$ cat config.mk
export PLATFORM = sky130hd
export DESIGN_NAME = wim_top
export DESIGN_NICKNAME = d
export VERILOG_FILES = /design/src/wim_pkg.sv /design/src/wim_bank_if.sv /design/src/wim_top.sv /design/src/wim_mask_bank.sv
export SDC_FILE = /design/constraint.sdc
export NUM_CORES = 1
export LEC_CHECK = 0
export BUFFER_PORTS_ARGS = -buffer_cell sky130_fd_sc_hd__buf_2
export CORE_MARGIN = 4
export CORE_UTILIZATION = 40
export CTS_CLUSTER_DIAMETER = 50
export DETAILED_ROUTE_END_ITERATION = 10
export GPL_ROUTABILITY_DRIVEN = 0
export PLACE_DENSITY = 0.62
export SETUP_SLACK_MARGIN = 0.02
export SYNTH_ARGS = -nofsm -noshare
export SYNTH_HDL_FRONTEND = slang
export SYNTH_HIERARCHICAL = 1
export SYNTH_SLANG_ARGS = --single-unit
$ cat constraint.sdc
create_clock -name MCLK_I -period 8.4 [get_ports MCLK_I]
set_clock_uncertainty 0.2 [all_clocks]
set_input_delay 1.68 -clock MCLK_I [delete_from_list [all_inputs] [get_ports MCLK_I]]
set_output_delay 1.68 -clock MCLK_I [all_outputs]
set_load 0.1 [all_outputs]
$ cat src/wim_pkg.sv
// constants and types shared by the wlan interrupt mask bank
package wim_pkg;

    localparam int NUM_WORDS  = 4;
    localparam int NUM_QUEUES = 10;

    // register byte addresses
    localparam logic [31:0] PRI_MASK_ADDR  = 32'h100000a0;
    localparam logic [31:0] QDS_MASK_ADDR  = 32'h100000a4;
    localparam logic [31:0] QEE_MASK_ADDR  = 32'h100000a8;
    localparam logic [31:0] QUB_MASK_ADDR  = 32'h100000ac;
    localparam logic [31:0] PRI_STAT_ADDR  = 32'h10000100;
    localparam logic [31:0] QDS_STAT_ADDR  = 32'h10000104;
    localparam logic [31:0] QEE_STAT_ADDR  = 32'h10000108;
    localparam logic [31:0] QUB_STAT_ADDR  = 32'h1000010c;
    localparam logic [31:0] PRI_PEND_ADDR  = 32'h10000110;
    localparam logic [31:0] QDS_PEND_ADDR  = 32'h10000114;
    localparam logic [31:0] QEE_PEND_ADDR  = 32'h10000118;
    localparam logic [31:0] QUB_PEND_ADDR  = 32'h1000011c;
    localparam logic [31:0] SW_TRIG_ADDR   = 32'h10000120;

    // word index inside the bank
    localparam int WORD_PRI = 0;
    localparam int WORD_QDS = 1;
    localparam int WORD_QEE = 2;
    localparam int WORD_QUB = 3;

    // values after cold or warm reset
    localparam logic [31:0] MASK_RESET = 32'h00000000;
    localparam logic [31:0] STAT_RESET = 32'h00000000;

    // primary word bit positions
    localparam int POS_RX_FRAME_GOOD      = 0;
    localparam int POS_RX_DESCRIPTOR_DONE = 1;
    localparam int POS_RX_FRAME_ERROR     = 2;
    localparam int POS_RX_NO_FRAME        = 3;
    localparam int POS_RX_LIST_END        = 4;
    localparam int POS_RX_OVERRUN         = 5;
    localparam int POS_TX_FRAME_GOOD      = 6;
    localparam int POS_TX_DESCRIPTOR_DONE = 7;
    localparam int POS_TX_FRAME_ERROR     = 8;
    localparam int POS_TX_NO_FRAME        = 9;
    localparam int POS_TX_LIST_END        = 10;
    localparam int POS_TX_UNDERRUN        = 11;
    localparam int POS_STATS_COUNTER      = 12;
    localparam int POS_SOFTWARE_RAISED    = 13;
    localparam int POS_RX_PHY_ERROR       = 14;
    localparam int POS_KEY_CACHE_MISS     = 15;
    localparam int POS_SW_BEACON_ALERT    = 16;
    localparam int POS_BEACON_STRENGTH    = 17;
    localparam int POS_BEACON_MISSED      = 18;
    localparam int POS_TX_MITIGATION      = 19;
    localparam int POS_BEACON_NOT_READY   = 20;
    localparam int POS_PRI_RESERVED       = 21;
    localparam int POS_CONTENTION_POLL    = 22;
    localparam int POS_BEACON_MISC        = 23;
    localparam int POS_RX_MITIGATION      = 24;
    localparam int POS_QUEUE_RATE_OVF     = 25;
    localparam int POS_QUEUE_RATE_URN     = 26;
    localparam int POS_QUEUE_TRIGGER      = 27;

    // per-queue fields of the secondary words
    localparam int QUEUE_LO_POS  = 0;
    localparam int QUEUE_HI_POS  = 16;
    localparam int BEACON_LO_POS = 22;
    localparam int BEACON_WIDTH  = 10;

    // implemented bits of each word; all others read as zero
    localparam logic [31:0] PRI_KEEP = 32'h0fdfffff;
    localparam logic [31:0] QDS_KEEP = 32'h03ff03ff;
    localparam logic [31:0] QEE_KEEP = 32'h03ff03ff;
    localparam logic [31:0] QUB_KEEP = 32'hffc003ff;
    localparam logic [NUM_WORDS-1:0][31:0] WORD_KEEP =
        {QUB_KEEP, QEE_KEEP, QDS_KEEP, PRI_KEEP};

    typedef struct packed {
        logic [NUM_WORDS-1:0][31:0] mask;
        logic [NUM_WORDS-1:0][31:0] stat;
    } wim_bank_state_type;

    typedef struct packed {
        logic [31:0] rdata;
        logic        irq;
        logic        sw_trig;
    } wim_top_state_type;

    localparam wim_bank_state_type BANK_RESET =
        {{NUM_WORDS{MASK_RESET}}, {NUM_WORDS{STAT_RESET}}};
    localparam wim_top_state_type TOP_RESET = '0;

endpackage

$ cat src/wim_bank_if.sv
// carrier between the register front end and the mask/status bank
`timescale 1ns/1ps
`default_nettype none
interface wim_bank_if;
    logic [wim_pkg::NUM_WORDS-1:0]       mask_wr;
    logic [wim_pkg::NUM_WORDS-1:0]       stat_clr;
    logic [31:0]                         wdata;
    logic [wim_pkg::NUM_WORDS-1:0][31:0] cause;
    logic [wim_pkg::NUM_WORDS-1:0][31:0] mask_q;
    logic [wim_pkg::NUM_WORDS-1:0][31:0] stat_q;

    modport ctrl (
        output mask_wr,
        output stat_clr,
        output wdata,
        output cause,
        input  mask_q,
        input  stat_q
    );

    modport bank (
        input  mask_wr,
        input  stat_clr,
        input  wdata,
        input  cause,
        output mask_q,
        output stat_q
    );
endinterface
`default_nettype wire

$ cat src/wim_top.sv
// register front end, cause mapping and interrupt output of the mask bank
`timescale 1ns/1ps
`default_nettype none
// How it works
// [RULE1] primary bits 0-5: receive good, desc done, error, no frame, end, overrun
// [RULE2] primary bits 6-11: transmit good, desc done, error, no frame, end, underrun
// [RULE3] bits 12-16: stats counter, software, phy error, key miss, beacon alert
// [RULE4] bits 17-20: beacon strength, missed, tx mitigation, not ready; 21 reserved
// [RULE5] bit 22 contention poll, bit 23 beacon summary, bit 24 rx mitigation
// [RULE6] first secondary mask read/write at 0x100000a4, resets to zero
// [RULE7] first secondary bits 16+n: descriptor done of queue n; 31:26 reserved
// [RULE8] first secondary bits n: transmit good of queue n; 15:10 reserved
// [RULE9] warm reset clears secondary masks to zero like cold reset
// [RULE10] second secondary mask read/write at 0x100000a8, resets to zero
// [RULE11] second secondary bits 16+n: end of list of queue n; 31:26 reserved
// [RULE12] second secondary bits n: transmit error of queue n; 15:10 reserved
// [RULE13] third secondary mask at 0x100000ac, zero after cold and warm reset
// [RULE14] third secondary bits n: underrun of queue n; bits 21:10 reserved
// [RULE15] primary bits 25-27: queue rate overflow, rate underrun, queue trigger
// [RULE16] cause reaches the interrupt only while its mask bit is one
module wim_top (
    input  wire logic        MCLK_I,
    input  wire logic        RST_B_I,
    input  wire logic        WARM_RST_B_I,
    input  wire logic [31:0] ADDR_I,
    input  wire logic [31:0] WDATA_I,
    input  wire logic        WR_I,
    input  wire logic        RD_I,
    output logic      [31:0] RDATA_O,
    output logic             IRQ_O,
    input  wire logic        RX_FRAME_GOOD_I,
    input  wire logic        RX_DESCRIPTOR_DONE_I,
    input  wire logic        RX_FRAME_ERROR_I,
    input  wire logic        RX_NO_FRAME_I,
    input  wire logic        RX_LIST_END_I,
    input  wire logic        RX_OVERRUN_I,
    input  wire logic        TX_FRAME_GOOD_I,
    input  wire logic        TX_DESCRIPTOR_DONE_I,
    input  wire logic        TX_FRAME_ERROR_I,
    input  wire logic        TX_NO_FRAME_I,
    input  wire logic        TX_LIST_END_I,
    input  wire logic        TX_UNDERRUN_I,
    input  wire logic        STATS_COUNTER_EVENT_I,
    input  wire logic        SOFTWARE_RAISED_EVENT_I,
    input  wire logic        RX_PHY_ERROR_I,
    input  wire logic        KEY_CACHE_MISS_I,
    input  wire logic        SOFTWARE_BEACON_ALERT_I,
    input  wire logic        BEACON_STRENGTH_THRESHOLD_I,
    input  wire logic        BEACON_MISSED_I,
    input  wire logic        TX_MITIGATION_EVENT_I,
    input  wire logic        BEACON_NOT_READY_I,
    input  wire logic        CONTENTION_FREE_POLL_I,
    input  wire logic        BEACON_MISC_SUMMARY_I,
    input  wire logic        RX_MITIGATION_EVENT_I,
    input  wire logic        QUEUE_RATE_OVERFLOW_I,
    input  wire logic        QUEUE_RATE_UNDERRUN_I,
    input  wire logic        QUEUE_TRIGGER_EVENT_I,
    input  wire logic [9:0]  Q_DESCRIPTOR_DONE_I,
    input  wire logic [9:0]  Q_TX_FRAME_GOOD_I,
    input  wire logic [9:0]  Q_LIST_END_I,
    input  wire logic [9:0]  Q_TX_FRAME_ERROR_I,
    input  wire logic [9:0]  Q_TX_UNDERRUN_I,
    input  wire logic [9:0]  BEACON_TIMING_EVENT_I
);

    wim_pkg::wim_top_state_type       st_q;
    wim_pkg::wim_top_state_type       st_d;
    logic [31:0]                      pri_cause;
    logic [31:0]                      qds_cause;
    logic [31:0]                      qee_cause;
    logic [31:0]                      qub_cause;
    logic [wim_pkg::NUM_WORDS-1:0][31:0] pend;
    logic [wim_pkg::NUM_WORDS-1:0]    word_hit;
    logic [wim_pkg::NUM_WORDS-1:0]    mask_sel;
    logic [wim_pkg::NUM_WORDS-1:0]    stat_sel;

    wim_bank_if bank_bus ();

    wim_mask_bank u_bank (
        .clk_i        (MCLK_I),
        .rst_b_i      (RST_B_I),
        .warm_rst_b_i (WARM_RST_B_I),
        .bus          (bank_bus.bank)
    );

    // primary causes placed at their enable positions
    always_comb begin
        pri_cause = 32'h00000000;
        pri_cause[wim_pkg::POS_RX_FRAME_GOOD]      = RX_FRAME_GOOD_I; // [RULE1]
        pri_cause[wim_pkg::POS_RX_DESCRIPTOR_DONE] =
            RX_DESCRIPTOR_DONE_I; // [RULE1]
        pri_cause[wim_pkg::POS_RX_FRAME_ERROR]     = RX_FRAME_ERROR_I; // [RULE1]
        pri_cause[wim_pkg::POS_RX_NO_FRAME]        = RX_NO_FRAME_I; // [RULE1]
        pri_cause[wim_pkg::POS_RX_LIST_END]        = RX_LIST_END_I; // [RULE1]
        pri_cause[wim_pkg::POS_RX_OVERRUN]         = RX_OVERRUN_I; // [RULE1]
        pri_cause[wim_pkg::POS_TX_FRAME_GOOD]      = TX_FRAME_GOOD_I; // [RULE2]
        pri_cause[wim_pkg::POS_TX_DESCRIPTOR_DONE] =
            TX_DESCRIPTOR_DONE_I; // [RULE2]
        pri_cause[wim_pkg::POS_TX_FRAME_ERROR]     = TX_FRAME_ERROR_I; // [RULE2]
        pri_cause[wim_pkg::POS_TX_NO_FRAME]        = TX_NO_FRAME_I; // [RULE2]
        pri_cause[wim_pkg::POS_TX_LIST_END]        = TX_LIST_END_I; // [RULE2]
        pri_cause[wim_pkg::POS_TX_UNDERRUN]        = TX_UNDERRUN_I; // [RULE2]
        pri_cause[wim_pkg::POS_STATS_COUNTER]      =
            STATS_COUNTER_EVENT_I; // [RULE3]
        // software may raise its own cause through the trigger register
        pri_cause[wim_pkg::POS_SOFTWARE_RAISED]    =
            SOFTWARE_RAISED_EVENT_I | st_q.sw_trig; // [RULE3]
        pri_cause[wim_pkg::POS_RX_PHY_ERROR]       = RX_PHY_ERROR_I; // [RULE3]
        pri_cause[wim_pkg::POS_KEY_CACHE_MISS]     = KEY_CACHE_MISS_I; // [RULE3]
        pri_cause[wim_pkg::POS_SW_BEACON_ALERT]    =
            SOFTWARE_BEACON_ALERT_I; // [RULE3]
        pri_cause[wim_pkg::POS_BEACON_STRENGTH]    =
            BEACON_STRENGTH_THRESHOLD_I; // [RULE4]
        pri_cause[wim_pkg::POS_BEACON_MISSED]      = BEACON_MISSED_I; // [RULE4]
        pri_cause[wim_pkg::POS_TX_MITIGATION]      =
            TX_MITIGATION_EVENT_I; // [RULE4]
        pri_cause[wim_pkg::POS_BEACON_NOT_READY]   =
            BEACON_NOT_READY_I; // [RULE4]
        pri_cause[wim_pkg::POS_PRI_RESERVED]       = 1'b0; // [RULE4]
        pri_cause[wim_pkg::POS_CONTENTION_POLL]    =
            CONTENTION_FREE_POLL_I; // [RULE5]
        pri_cause[wim_pkg::POS_BEACON_MISC]        =
            BEACON_MISC_SUMMARY_I; // [RULE5]
        pri_cause[wim_pkg::POS_RX_MITIGATION]      =
            RX_MITIGATION_EVENT_I; // [RULE5]
        pri_cause[wim_pkg::POS_QUEUE_RATE_OVF]     =
            QUEUE_RATE_OVERFLOW_I; // [RULE15]
        pri_cause[wim_pkg::POS_QUEUE_RATE_URN]     =
            QUEUE_RATE_UNDERRUN_I; // [RULE15]
        pri_cause[wim_pkg::POS_QUEUE_TRIGGER]      =
            QUEUE_TRIGGER_EVENT_I; // [RULE15]
    end

    // per-queue causes: queue n at bit n, and at bit 16+n in the first two secondary words
    always_comb begin
        qds_cause = 32'h00000000;
        qee_cause = 32'h00000000;
        qub_cause = 32'h00000000;
        qds_cause[wim_pkg::QUEUE_HI_POS +: wim_pkg::NUM_QUEUES] =
            Q_DESCRIPTOR_DONE_I; // [RULE7]
        qds_cause[wim_pkg::QUEUE_LO_POS +: wim_pkg::NUM_QUEUES] =
            Q_TX_FRAME_GOOD_I; // [RULE8]
        qee_cause[wim_pkg::QUEUE_HI_POS +: wim_pkg::NUM_QUEUES] =
            Q_LIST_END_I; // [RULE11]
        qee_cause[wim_pkg::QUEUE_LO_POS +: wim_pkg::NUM_QUEUES] =
            Q_TX_FRAME_ERROR_I; // [RULE12]
        qub_cause[wim_pkg::QUEUE_LO_POS +: wim_pkg::NUM_QUEUES] =
            Q_TX_UNDERRUN_I; // [RULE14]
        qub_cause[wim_pkg::BEACON_LO_POS +: wim_pkg::BEACON_WIDTH] =
            BEACON_TIMING_EVENT_I;
    end

    assign bank_bus.cause[wim_pkg::WORD_PRI] = pri_cause;
    assign bank_bus.cause[wim_pkg::WORD_QDS] = qds_cause;
    assign bank_bus.cause[wim_pkg::WORD_QEE] = qee_cause;
    assign bank_bus.cause[wim_pkg::WORD_QUB] = qub_cause;

    // write decode: masks store, status words clear where a one is written
    always_comb begin
        mask_sel = '0;
        stat_sel = '0;
        case (ADDR_I)
            wim_pkg::PRI_MASK_ADDR: begin
                mask_sel[wim_pkg::WORD_PRI] = 1'b1;
            end
            wim_pkg::QDS_MASK_ADDR: begin
                mask_sel[wim_pkg::WORD_QDS] = 1'b1; // [RULE6]
            end
            wim_pkg::QEE_MASK_ADDR: begin
                mask_sel[wim_pkg::WORD_QEE] = 1'b1; // [RULE10]
            end
            wim_pkg::QUB_MASK_ADDR: begin
                mask_sel[wim_pkg::WORD_QUB] = 1'b1; // [RULE13]
            end
            wim_pkg::PRI_STAT_ADDR: begin
                stat_sel[wim_pkg::WORD_PRI] = 1'b1;
            end
            wim_pkg::QDS_STAT_ADDR: begin
                stat_sel[wim_pkg::WORD_QDS] = 1'b1;
            end
            wim_pkg::QEE_STAT_ADDR: begin
                stat_sel[wim_pkg::WORD_QEE] = 1'b1;
            end
            wim_pkg::QUB_STAT_ADDR: begin
                stat_sel[wim_pkg::WORD_QUB] = 1'b1;
            end
            default: begin
                mask_sel = '0;
                stat_sel = '0;
            end
        endcase
    end

    assign bank_bus.mask_wr  = WR_I ? mask_sel : '0;
    assign bank_bus.stat_clr = WR_I ? stat_sel : '0;
    assign bank_bus.wdata    = WDATA_I;

    // pending view per word: status passed only where enabled
    for (genvar w = 0; w < wim_pkg::NUM_WORDS; w++) begin : g_pend
        assign pend[w] = bank_bus.stat_q[w] & bank_bus.mask_q[w]; // [RULE16]
        assign word_hit[w] = |pend[w];
    end

    always_comb begin
        st_d = st_q;
        st_d.rdata = 32'h00000000;
        st_d.irq = |word_hit; // [RULE16]
        st_d.sw_trig = WR_I && (ADDR_I == wim_pkg::SW_TRIG_ADDR)
                       && WDATA_I[0];
        if (RD_I) begin
            case (ADDR_I)
                wim_pkg::PRI_MASK_ADDR: begin
                    st_d.rdata = bank_bus.mask_q[wim_pkg::WORD_PRI];
                end
                wim_pkg::QDS_MASK_ADDR: begin
                    st_d.rdata = bank_bus.mask_q[wim_pkg::WORD_QDS]; // [RULE6]
                end
                wim_pkg::QEE_MASK_ADDR: begin
                    st_d.rdata = bank_bus.mask_q[wim_pkg::WORD_QEE]; // [RULE10]
                end
                wim_pkg::QUB_MASK_ADDR: begin
                    st_d.rdata = bank_bus.mask_q[wim_pkg::WORD_QUB]; // [RULE13]
                end
                wim_pkg::PRI_STAT_ADDR: begin
                    st_d.rdata = bank_bus.stat_q[wim_pkg::WORD_PRI];
                end
                wim_pkg::QDS_STAT_ADDR: begin
                    st_d.rdata = bank_bus.stat_q[wim_pkg::WORD_QDS];
                end
                wim_pkg::QEE_STAT_ADDR: begin
                    st_d.rdata = bank_bus.stat_q[wim_pkg::WORD_QEE];
                end
                wim_pkg::QUB_STAT_ADDR: begin
                    st_d.rdata = bank_bus.stat_q[wim_pkg::WORD_QUB];
                end
                wim_pkg::PRI_PEND_ADDR: begin
                    st_d.rdata = pend[wim_pkg::WORD_PRI];
                end
                wim_pkg::QDS_PEND_ADDR: begin
                    st_d.rdata = pend[wim_pkg::WORD_QDS];
                end
                wim_pkg::QEE_PEND_ADDR: begin
                    st_d.rdata = pend[wim_pkg::WORD_QEE];
                end
                wim_pkg::QUB_PEND_ADDR: begin
                    st_d.rdata = pend[wim_pkg::WORD_QUB];
                end
                default: begin
                    st_d.rdata = 32'h00000000;
                end
            endcase
        end
    end

    always_ff @(posedge MCLK_I) begin
        if (!RST_B_I || !WARM_RST_B_I) begin
            st_q <= wim_pkg::TOP_RESET;
        end else begin
            st_q <= st_d;
        end
    end

    assign RDATA_O = st_q.rdata;
    assign IRQ_O   = st_q.irq;

endmodule
`default_nettype wire

$ cat src/wim_mask_bank.sv
// mask and sticky status storage for the four interrupt words
`timescale 1ns/1ps
`default_nettype none
module wim_mask_bank (
    input  wire logic   clk_i,
    input  wire logic   rst_b_i,
    input  wire logic   warm_rst_b_i,
    wim_bank_if.bank    bus
);

    wim_pkg::wim_bank_state_type st_q;
    wim_pkg::wim_bank_state_type st_d;

    always_comb begin
        st_d = st_q;
        for (int w = 0; w < wim_pkg::NUM_WORDS; w++) begin
            if (bus.mask_wr[w]) begin
                st_d.mask[w] = bus.wdata & wim_pkg::WORD_KEEP[w];
            end
            // a cause in the clearing cycle survives; mask never touches it
            st_d.stat[w] = ((st_q.stat[w]
                           & ~(bus.stat_clr[w] ? bus.wdata : 32'h00000000))
                           | bus.cause[w]) & wim_pkg::WORD_KEEP[w]; // [RULE16]
        end
    end

    always_ff @(posedge clk_i) begin
        if (!rst_b_i || !warm_rst_b_i) begin
            st_q <= wim_pkg::BANK_RESET; // [RULE9] [RULE13]
        end else begin
            st_q <= st_d;
        end
    end

    assign bus.mask_q = st_q.mask;
    assign bus.stat_q = st_q.stat;

endmodule
`default_nettype wire

==> impl_summary.log, run 1 <==
[metrics] die footprint: 33,400 µm²
[metrics] setup violators final: 0
[metrics] final global-route overflow total: 0
[metrics] Largest stage delay, worst path: 0.86 ns
[metrics] number of nets with antenna violations after routing: 0
[metrics] Register-to-Register Setup Slack: 6.02 ns
[metrics] clock net sink count: 208
[metrics] commonest non-fill, non-tap cell in the layout: dfxtp_1
[metrics] CP Buf/Inv Count: 3
[metrics] critical path capture point type: register
[metrics] power density over the cells: 180 nW/µm²
[metrics] Max rail drop VDD: 123 µV
[metrics] arrival time of data at the critical path endpoint: 5.14 ns
[metrics] wire length on met2: 19.2 mm
[metrics] residual DRC count: 0
[metrics] share of post-route cells with drive strength above 1: 22.4%
[metrics] number of buffers created by CTS: 27
[metrics] part of the cycle the worst path needs: 58.9%
[metrics] class of the most critical setup path: in2reg
[metrics] number of antenna violations at the first check in global routing: 0
[metrics] reg-to-reg critical path endpoint: IRQ_O
[metrics] number of core rows: 63
[metrics] gate count after technology mapping: 1,365
[metrics] run status: completed
[metrics] cell with the largest stage delay on the worst path: nor2_2
[metrics] upper clock frequency limit: 202 MHz
[metrics] Post-Syn Area per Cell: 8.96 µm²
[metrics] Synth warnings: 6
[metrics] worst reg2reg path depth: 5
[metrics] cell family with most CP delay: simple AND/OR/NAND/NOR gates
[metrics] via density per instance: 6.06
[metrics] clock tree from TritonCTS: built
[metrics] Endpoint, Worst Hold: u_bank/bus.stat_q[1]
[metrics] instance count along the most critical hold path: 2
[metrics] Routed wire per std cell: 24.8 µm
[metrics] met1 layer wirelength in the final routing: 19.0 mm
[metrics] highest metal layer used by the detailed router: met4
[metrics] hold wc startpoint: u_bank/bus.stat_q[1]
[metrics] critical path's most frequent cell: buf_4
[metrics] IO Pins: 189
[metrics] met3 wire len: 5.86 mm
[metrics] placeable core region: 29,900 µm²
[metrics] number of levels in the clock H-tree: 1
[metrics] Maximum Capacitance Violations: 0
[metrics] Reg-to-Reg Start: u_bank/bus.stat_q[13]
[metrics] Synth Cell Area: 12,200 µm²
[metrics] post-CTS setup buffer count: 0
[metrics] detailed-placement wirelength estimate: 33.6 mm
[metrics] final critical delay including setup and external delays: 4.95 ns
[metrics] vias in the first global route: 10,800
[metrics] Max-slew headroom: 12.1%
[metrics] commonest non-fill, non-tap cells in the layout: dfxtp_1 (208), nor2_1 (191), buf_2 (188)
[metrics] RSZ-0062 raised after global routing: false
[metrics] number of non-filler instances in the completed layout: 1,883
[metrics] total leakage power: 0.00585 µW
[metrics] final slew viol count: 0
[metrics] critical path startpoint: ADDR_I[13]
[metrics] crit path launch type: input pin
[metrics] global-route usage over all layers: 26.6%
[metrics] WP data required: 8.59 ns
[metrics] largest buffer count on any clock path: 3
[metrics] clock input transition at the sequential cells of the worst setup and hold paths: 0.06 ns
[metrics] Chip Height: 183 µm
[metrics] width of the die: 183 µm
[metrics] final cell utilization of the core: 46.0%
[metrics] final hold violation count: 0
[metrics] antenna cells: 0
[metrics] maximum number of pins on one net before global-route repair: 69
[metrics] Post-CTS Hold Fix Bufs: 0
[metrics] type of the worst min-delay path: reg2reg
[metrics] cell count after placement: 1,837
[metrics] via count of the routed design: 11,400
[metrics] clock insertion delay at the later pin of the skew report: 0.53 ns
[metrics] Worst Path Max Fanout: 12
[metrics] length of the first detailed-routing pass in iterations: 6
[metrics] crit path cell chain: buf_2 > or4_4 > nor4_2 > buf_4 > nand3_1 > nor2_2 > buf_4 > mux2i_1 > nor2_1
[metrics] count of nets after finishing: 1,632
[metrics] final setup TNS: 0 ns
[metrics] number of buffers added on ports: 188
[metrics] CTS root buf: clkbuf_16
[metrics] measured slew at the worst slew-check pin: 1.31 ns
[metrics] Routed WL: 46.8 mm
[metrics] area grow syn2layout: 12.3%
[metrics] Initial DRC Count: 1,458
[metrics] post-CTS sizing: 0
[metrics] wire length of the first global-routing pass: 68.5 mm
[metrics] Initial Util: 40.9%
cell type report:
cell class,instances,area (µm²)
clock inverter,16,256
clock buffer,30,707
sequential,208,4160
fill,2934,16100
timing repair buffer,212,1120
inverter,93,349
tap,390,488
multi-input combinational,934,6650
metal layers:
metal / up-vias / GRT usage [%]
met3: 174 / 6.96
met1: 5315 / 36.6
met4: 0 / 13.0
li1: 5084 / -
met2: 832 / 38.6
met5: - / 0
power by group:
group | total (µW) | switching [µW] | internal [µW]
logic | 198 | 127 | 70.7
clock network | 1240 | 468 | 769
registers | 1040 | 29.4 | 1010
total | 2470 | 625 | 1850
how the worst max path moves through the flow:
stage | cells past startpoint | slack, ns | end
2_1_floorplan | 10 | 4.01 | u_bank/bus.stat_q[16]
3_3_place_gp | 8 | 3.14 | u_bank/bus.stat_q[8]
3_5_place_dp | 9 | 3.05 | u_bank/bus.mask_q[80]
4_1_cts | 9 | 3.59 | u_bank/bus.mask_q[82]
5_1_grt | 9 | 3.39 | u_bank/bus.mask_q[85]
6_report | 9 | 3.45 | u_bank/bus.mask_q[80]
tightest hold or removal path: stages, from the launching register on:
cell	delay, ns
dfxtp_1	0.32
nor2_1	0.10
a311oi_1	0.04
state kept, by name (all words and copies together), names as in the netlist:
register / cells
st_q: 1
u_bank/bus.mask_q: 87
RDATA_O: 32
u_bank/bus.stat_q: 87
IRQ_O: 1
per-stage QoR:
| stage | power (µW) | area (µm²) | setup WS (ns) | hold slack [ns] |
|---|---|---|---|---|
| global route | 2540 | 13700 | 3.39 | 0.337 |
| detailed placement | 1240 | 12800 | 3.05 | 0.306 |
| finish | 2470 | 13700 | 3.45 | 0.313 |
| global placement | 1240 | 12800 | 3.14 | 0.298 |
| floorplan | 1190 | 12500 | 4.01 | 0.265 |
| CTS | 2470 | 13700 | 3.59 | 0.313 |
No activity file was read; power rests on OpenSTA's default activity.
==> inputs of run 2 (changes only) <==
Settings changed: ABC_AREA from default to 1, PLACE_DENSITY 0.62 to 0.61.
Clock period 8.4 ns to 4.8 ns, I/O delays scaled along.
==> run 2 against run 1 <==
  * Area after synthesis is 14% higher
  * Critical path type unchanged
  * Hold slack worse by 0.034 ns
  * Register-to-register slack worse by 3.0 ns
  * Setup slack worse by 1.7 ns
  * Largest cell class unchanged
==> impl_summary.log, run 2 <==
[metrics] final hold violation count: 0 (unchanged)
[metrics] Max-slew headroom: 25.7% (+14 points)
[metrics] commonest non-fill, non-tap cells in the layout: nand2_1 (766), nand3_1 (296), dfxtp_1 (208)
[metrics] via count of the routed design: 14,000 (+23%)
[metrics] antenna cells: 0 (unchanged)
[metrics] gate count after technology mapping: 2,178 (+60%)
[metrics] clock tree from TritonCTS: built
[metrics] critical path's most frequent cell: nand2_1
[metrics] Routed wire per std cell: 16.9 µm (-32%)
[metrics] type of the worst min-delay path: reg2reg
[metrics] switching share of power: 25.9% (+0.60 points)
[metrics] upper clock frequency limit: 333 MHz
[metrics] CTS root buf: clkbuf_16
[metrics] length of the first detailed-routing pass in iterations: 6 (unchanged)
[metrics] WP data required: 5.01 ns (-3.58 ns)
[metrics] Largest stage delay, worst path: 0.56 ns (-0.30 ns)
[metrics] cell with the largest stage delay on the worst path: nor2_2
[metrics] maximum number of pins on one net before global-route repair: 135 (+96%)
[metrics] wire length of the first global-routing pass: 72.2 mm (+5.4%)
[metrics] sequential share of power: 42.4% (+0.5 points)
[metrics] logic gate share of total power: 6.4% (-1.6 points)
[metrics] final cell utilization of the core: 44.5% (-1.5 points)
[metrics] largest buffer count on any clock path: 3 (unchanged)
[metrics] class of the most critical setup path: in2reg
[metrics] final slew viol count: 0 (unchanged)
[metrics] number of antenna violations at the first check in global routing: 0 (unchanged)
[metrics] commonest non-fill, non-tap cell in the layout: nand2_1
[metrics] IO Pins: 189 (unchanged)
[metrics] placeable core region: 34,500 µm² (+15%)
[metrics] number of non-filler instances in the completed layout: 2,734 (+45%)
[metrics] post-CTS setup buffer count: 0 (unchanged)
[metrics] RSZ-0062 raised after global routing: false
[metrics] count of nets after finishing: 2,410 (+48%)
[metrics] post-CTS sizing: 0 (unchanged)
[metrics] setup violators final: 0 (unchanged)
[metrics] area grow syn2layout: 9.78%
[metrics] share of power burned in the clock network: 51.2% (+1.1 points)
[metrics] final global-route overflow total: 0 (unchanged)
[metrics] number of buffers added on ports: 188 (unchanged)
[metrics] Chip Height: 195 µm (+6.6%)
[metrics] Maximum Capacitance Violations: 0 (unchanged)
[metrics] critical path capture point type: register
[metrics] clock insertion delay at the later pin of the skew report: 0.56 ns (+0.03 ns)
[metrics] Psw: 1100 µW (+76%)
[metrics] arrival time of data at the critical path endpoint: 3.21 ns (-1.93 ns)
[metrics] Post-CTS Hold Fix Bufs: 0 (unchanged)
[metrics] die footprint: 38,000 µm² (+14%)
[metrics] power density over the cells: 277 nW/µm² (+54%)
[metrics] cell count after placement: 2,676 (+46%)
[metrics] part of the cycle the worst path needs: 62.6%
[metrics] Setup Slack @ Placement: 1.24 ns (-1.81 ns)
[metrics] Worst Path Max Fanout: 27 (+15)
[metrics] number of levels in the clock H-tree: 1 (unchanged)
[metrics] final setup TNS: 0 ns (unchanged)
[metrics] Post-Syn Area per Cell: 6.41 µm² (-28%)
[metrics] internal power: 3150 µW (+70%)
[metrics] Routed WL: 46.3 mm (-1.0%)
[metrics] run status: completed
[metrics] clock net sink count: 208 (unchanged)
[metrics] width of the die: 195 µm (+6.6%)
[metrics] clock input transition at the sequential cells of the worst setup and hold paths: 0.06 ns (about the same)
[metrics] crit path launch type: input pin
[metrics] Synth warnings: 6 (unchanged)
[metrics] Synth Cell Area: 14,000 µm² (+14%)
[metrics] total leakage power: 0.00712 µW (+22%)
[metrics] number of buffers created by CTS: 31 (+15%)
[metrics] measured slew at the worst slew-check pin: 1.11 ns (-0.197 ns)
[metrics] share of post-route cells with drive strength above 1: 18.1% (-4.3 points)
[metrics] residual DRC count: 0 (unchanged)
[metrics] Max rail drop VDD: 265 µV (+120%)
[metrics] Initial DRC Count: 1,237 (-15%)
[metrics] crit path cell chain: buf_2 > inv_1 > nand2_1 > nor2_1 > nand2_1 > nor2_4 > nand2_1 > nor2_2 > buf_4 > inv_6 > nand2_1 > a21oi_1
[metrics] Initial Util: 40.5% (-0.40 points)
[metrics] number of core rows: 68 (+7.9%)
[metrics] detailed-placement wirelength estimate: 31.2 mm (-7.2%)
[metrics] final critical delay including setup and external delays: 3.00 ns
[metrics] number of nets with antenna violations after routing: 0 (unchanged)
[metrics] global-route usage over all layers: 23.3% (-3.3 points)
[metrics] vias in the first global route: 13,200 (+23%)
[metrics] post-layout worst setup margin: 1.80 ns (-1.66 ns)
[metrics] via density per instance: 5.14 (-15%)
-- run 2: cell count changes in the layout (fill, tap and decap cells not counted), sizes merged, moves of 46 or more --
cell	delta
nand2	+727
a21o	-74
nand3	+275
nand3b	+106
a311oi	-90
a21oi	+159
a22oi	-68
mux2i	-108
inv	+78
nor2	-46
-- run 2: area by class of cell --
| class | count | area, µm² |
|---|---|---|
| clock buffers | 40 | 830 |
| well taps | 455 | 569 |
| flip-flops and latches | 208 | 4160 |
| fillers | 3673 | 19100 |
| repair buffers | 216 | 1200 |
| inverters | 169 | 639 |
| clock inverters | 18 | 158 |
| multi-input cells | 1628 | 7770 |
-- run 2: worst paths after layout --
check | endpoint | cells after the start | slack [ns] | startpoint
max | u_bank/bus.mask_q[20] | 12 | 1.80 | ADDR_I[29]
min | u_bank/bus.mask_q[6] | 2 | 0.28 | u_bank/bus.mask_q[6]
max reg2reg | IRQ_O | 7 | 3.04 | u_bank/bus.mask_q[120]
min reg2reg | u_bank/bus.mask_q[6] | 2 | 0.28 | u_bank/bus.mask_q[6]
-- run 2: critical path: cells and delay by family --
family,cells,cell delay [ns]
buffers and inverters,4,0.73
AOI/OAI and AO/OA,1,0.06
and+or+nand+nor,7,1.44
-- run 2: power groups by stage --
stage	Clock [µW]	Combinational, µW	Sequential, µW
finish	2170	274	1800
global placement	0	262	1840
CTS	2220	266	1800
detailed placement	0	265	1840
global route	2300	307	1800
floorplan	0	215	1820
-- run 2: metal layers --
layer	global-route usage (%)	up-vias	wire length (µm)
met5	0	-	0
met4	6.88	0	1260
met1	33.0	6391	20800
met2	36.0	649	20000
li1	-	6918	-
met3	4.65	88	4280
-- run 2: through the flow --
stage | total power [µW] | instance area (µm²) | hold WS (ns)
after global routing | 4410 | 15300 | 0.301
final | 4250 | 15300 | 0.280
after detailed placement | 2100 | 14300 | 0.273
after CTS | 4290 | 15300 | 0.281
after floorplan | 2040 | 14300 | 0.250
after global placement | 2100 | 14300 | 0.268
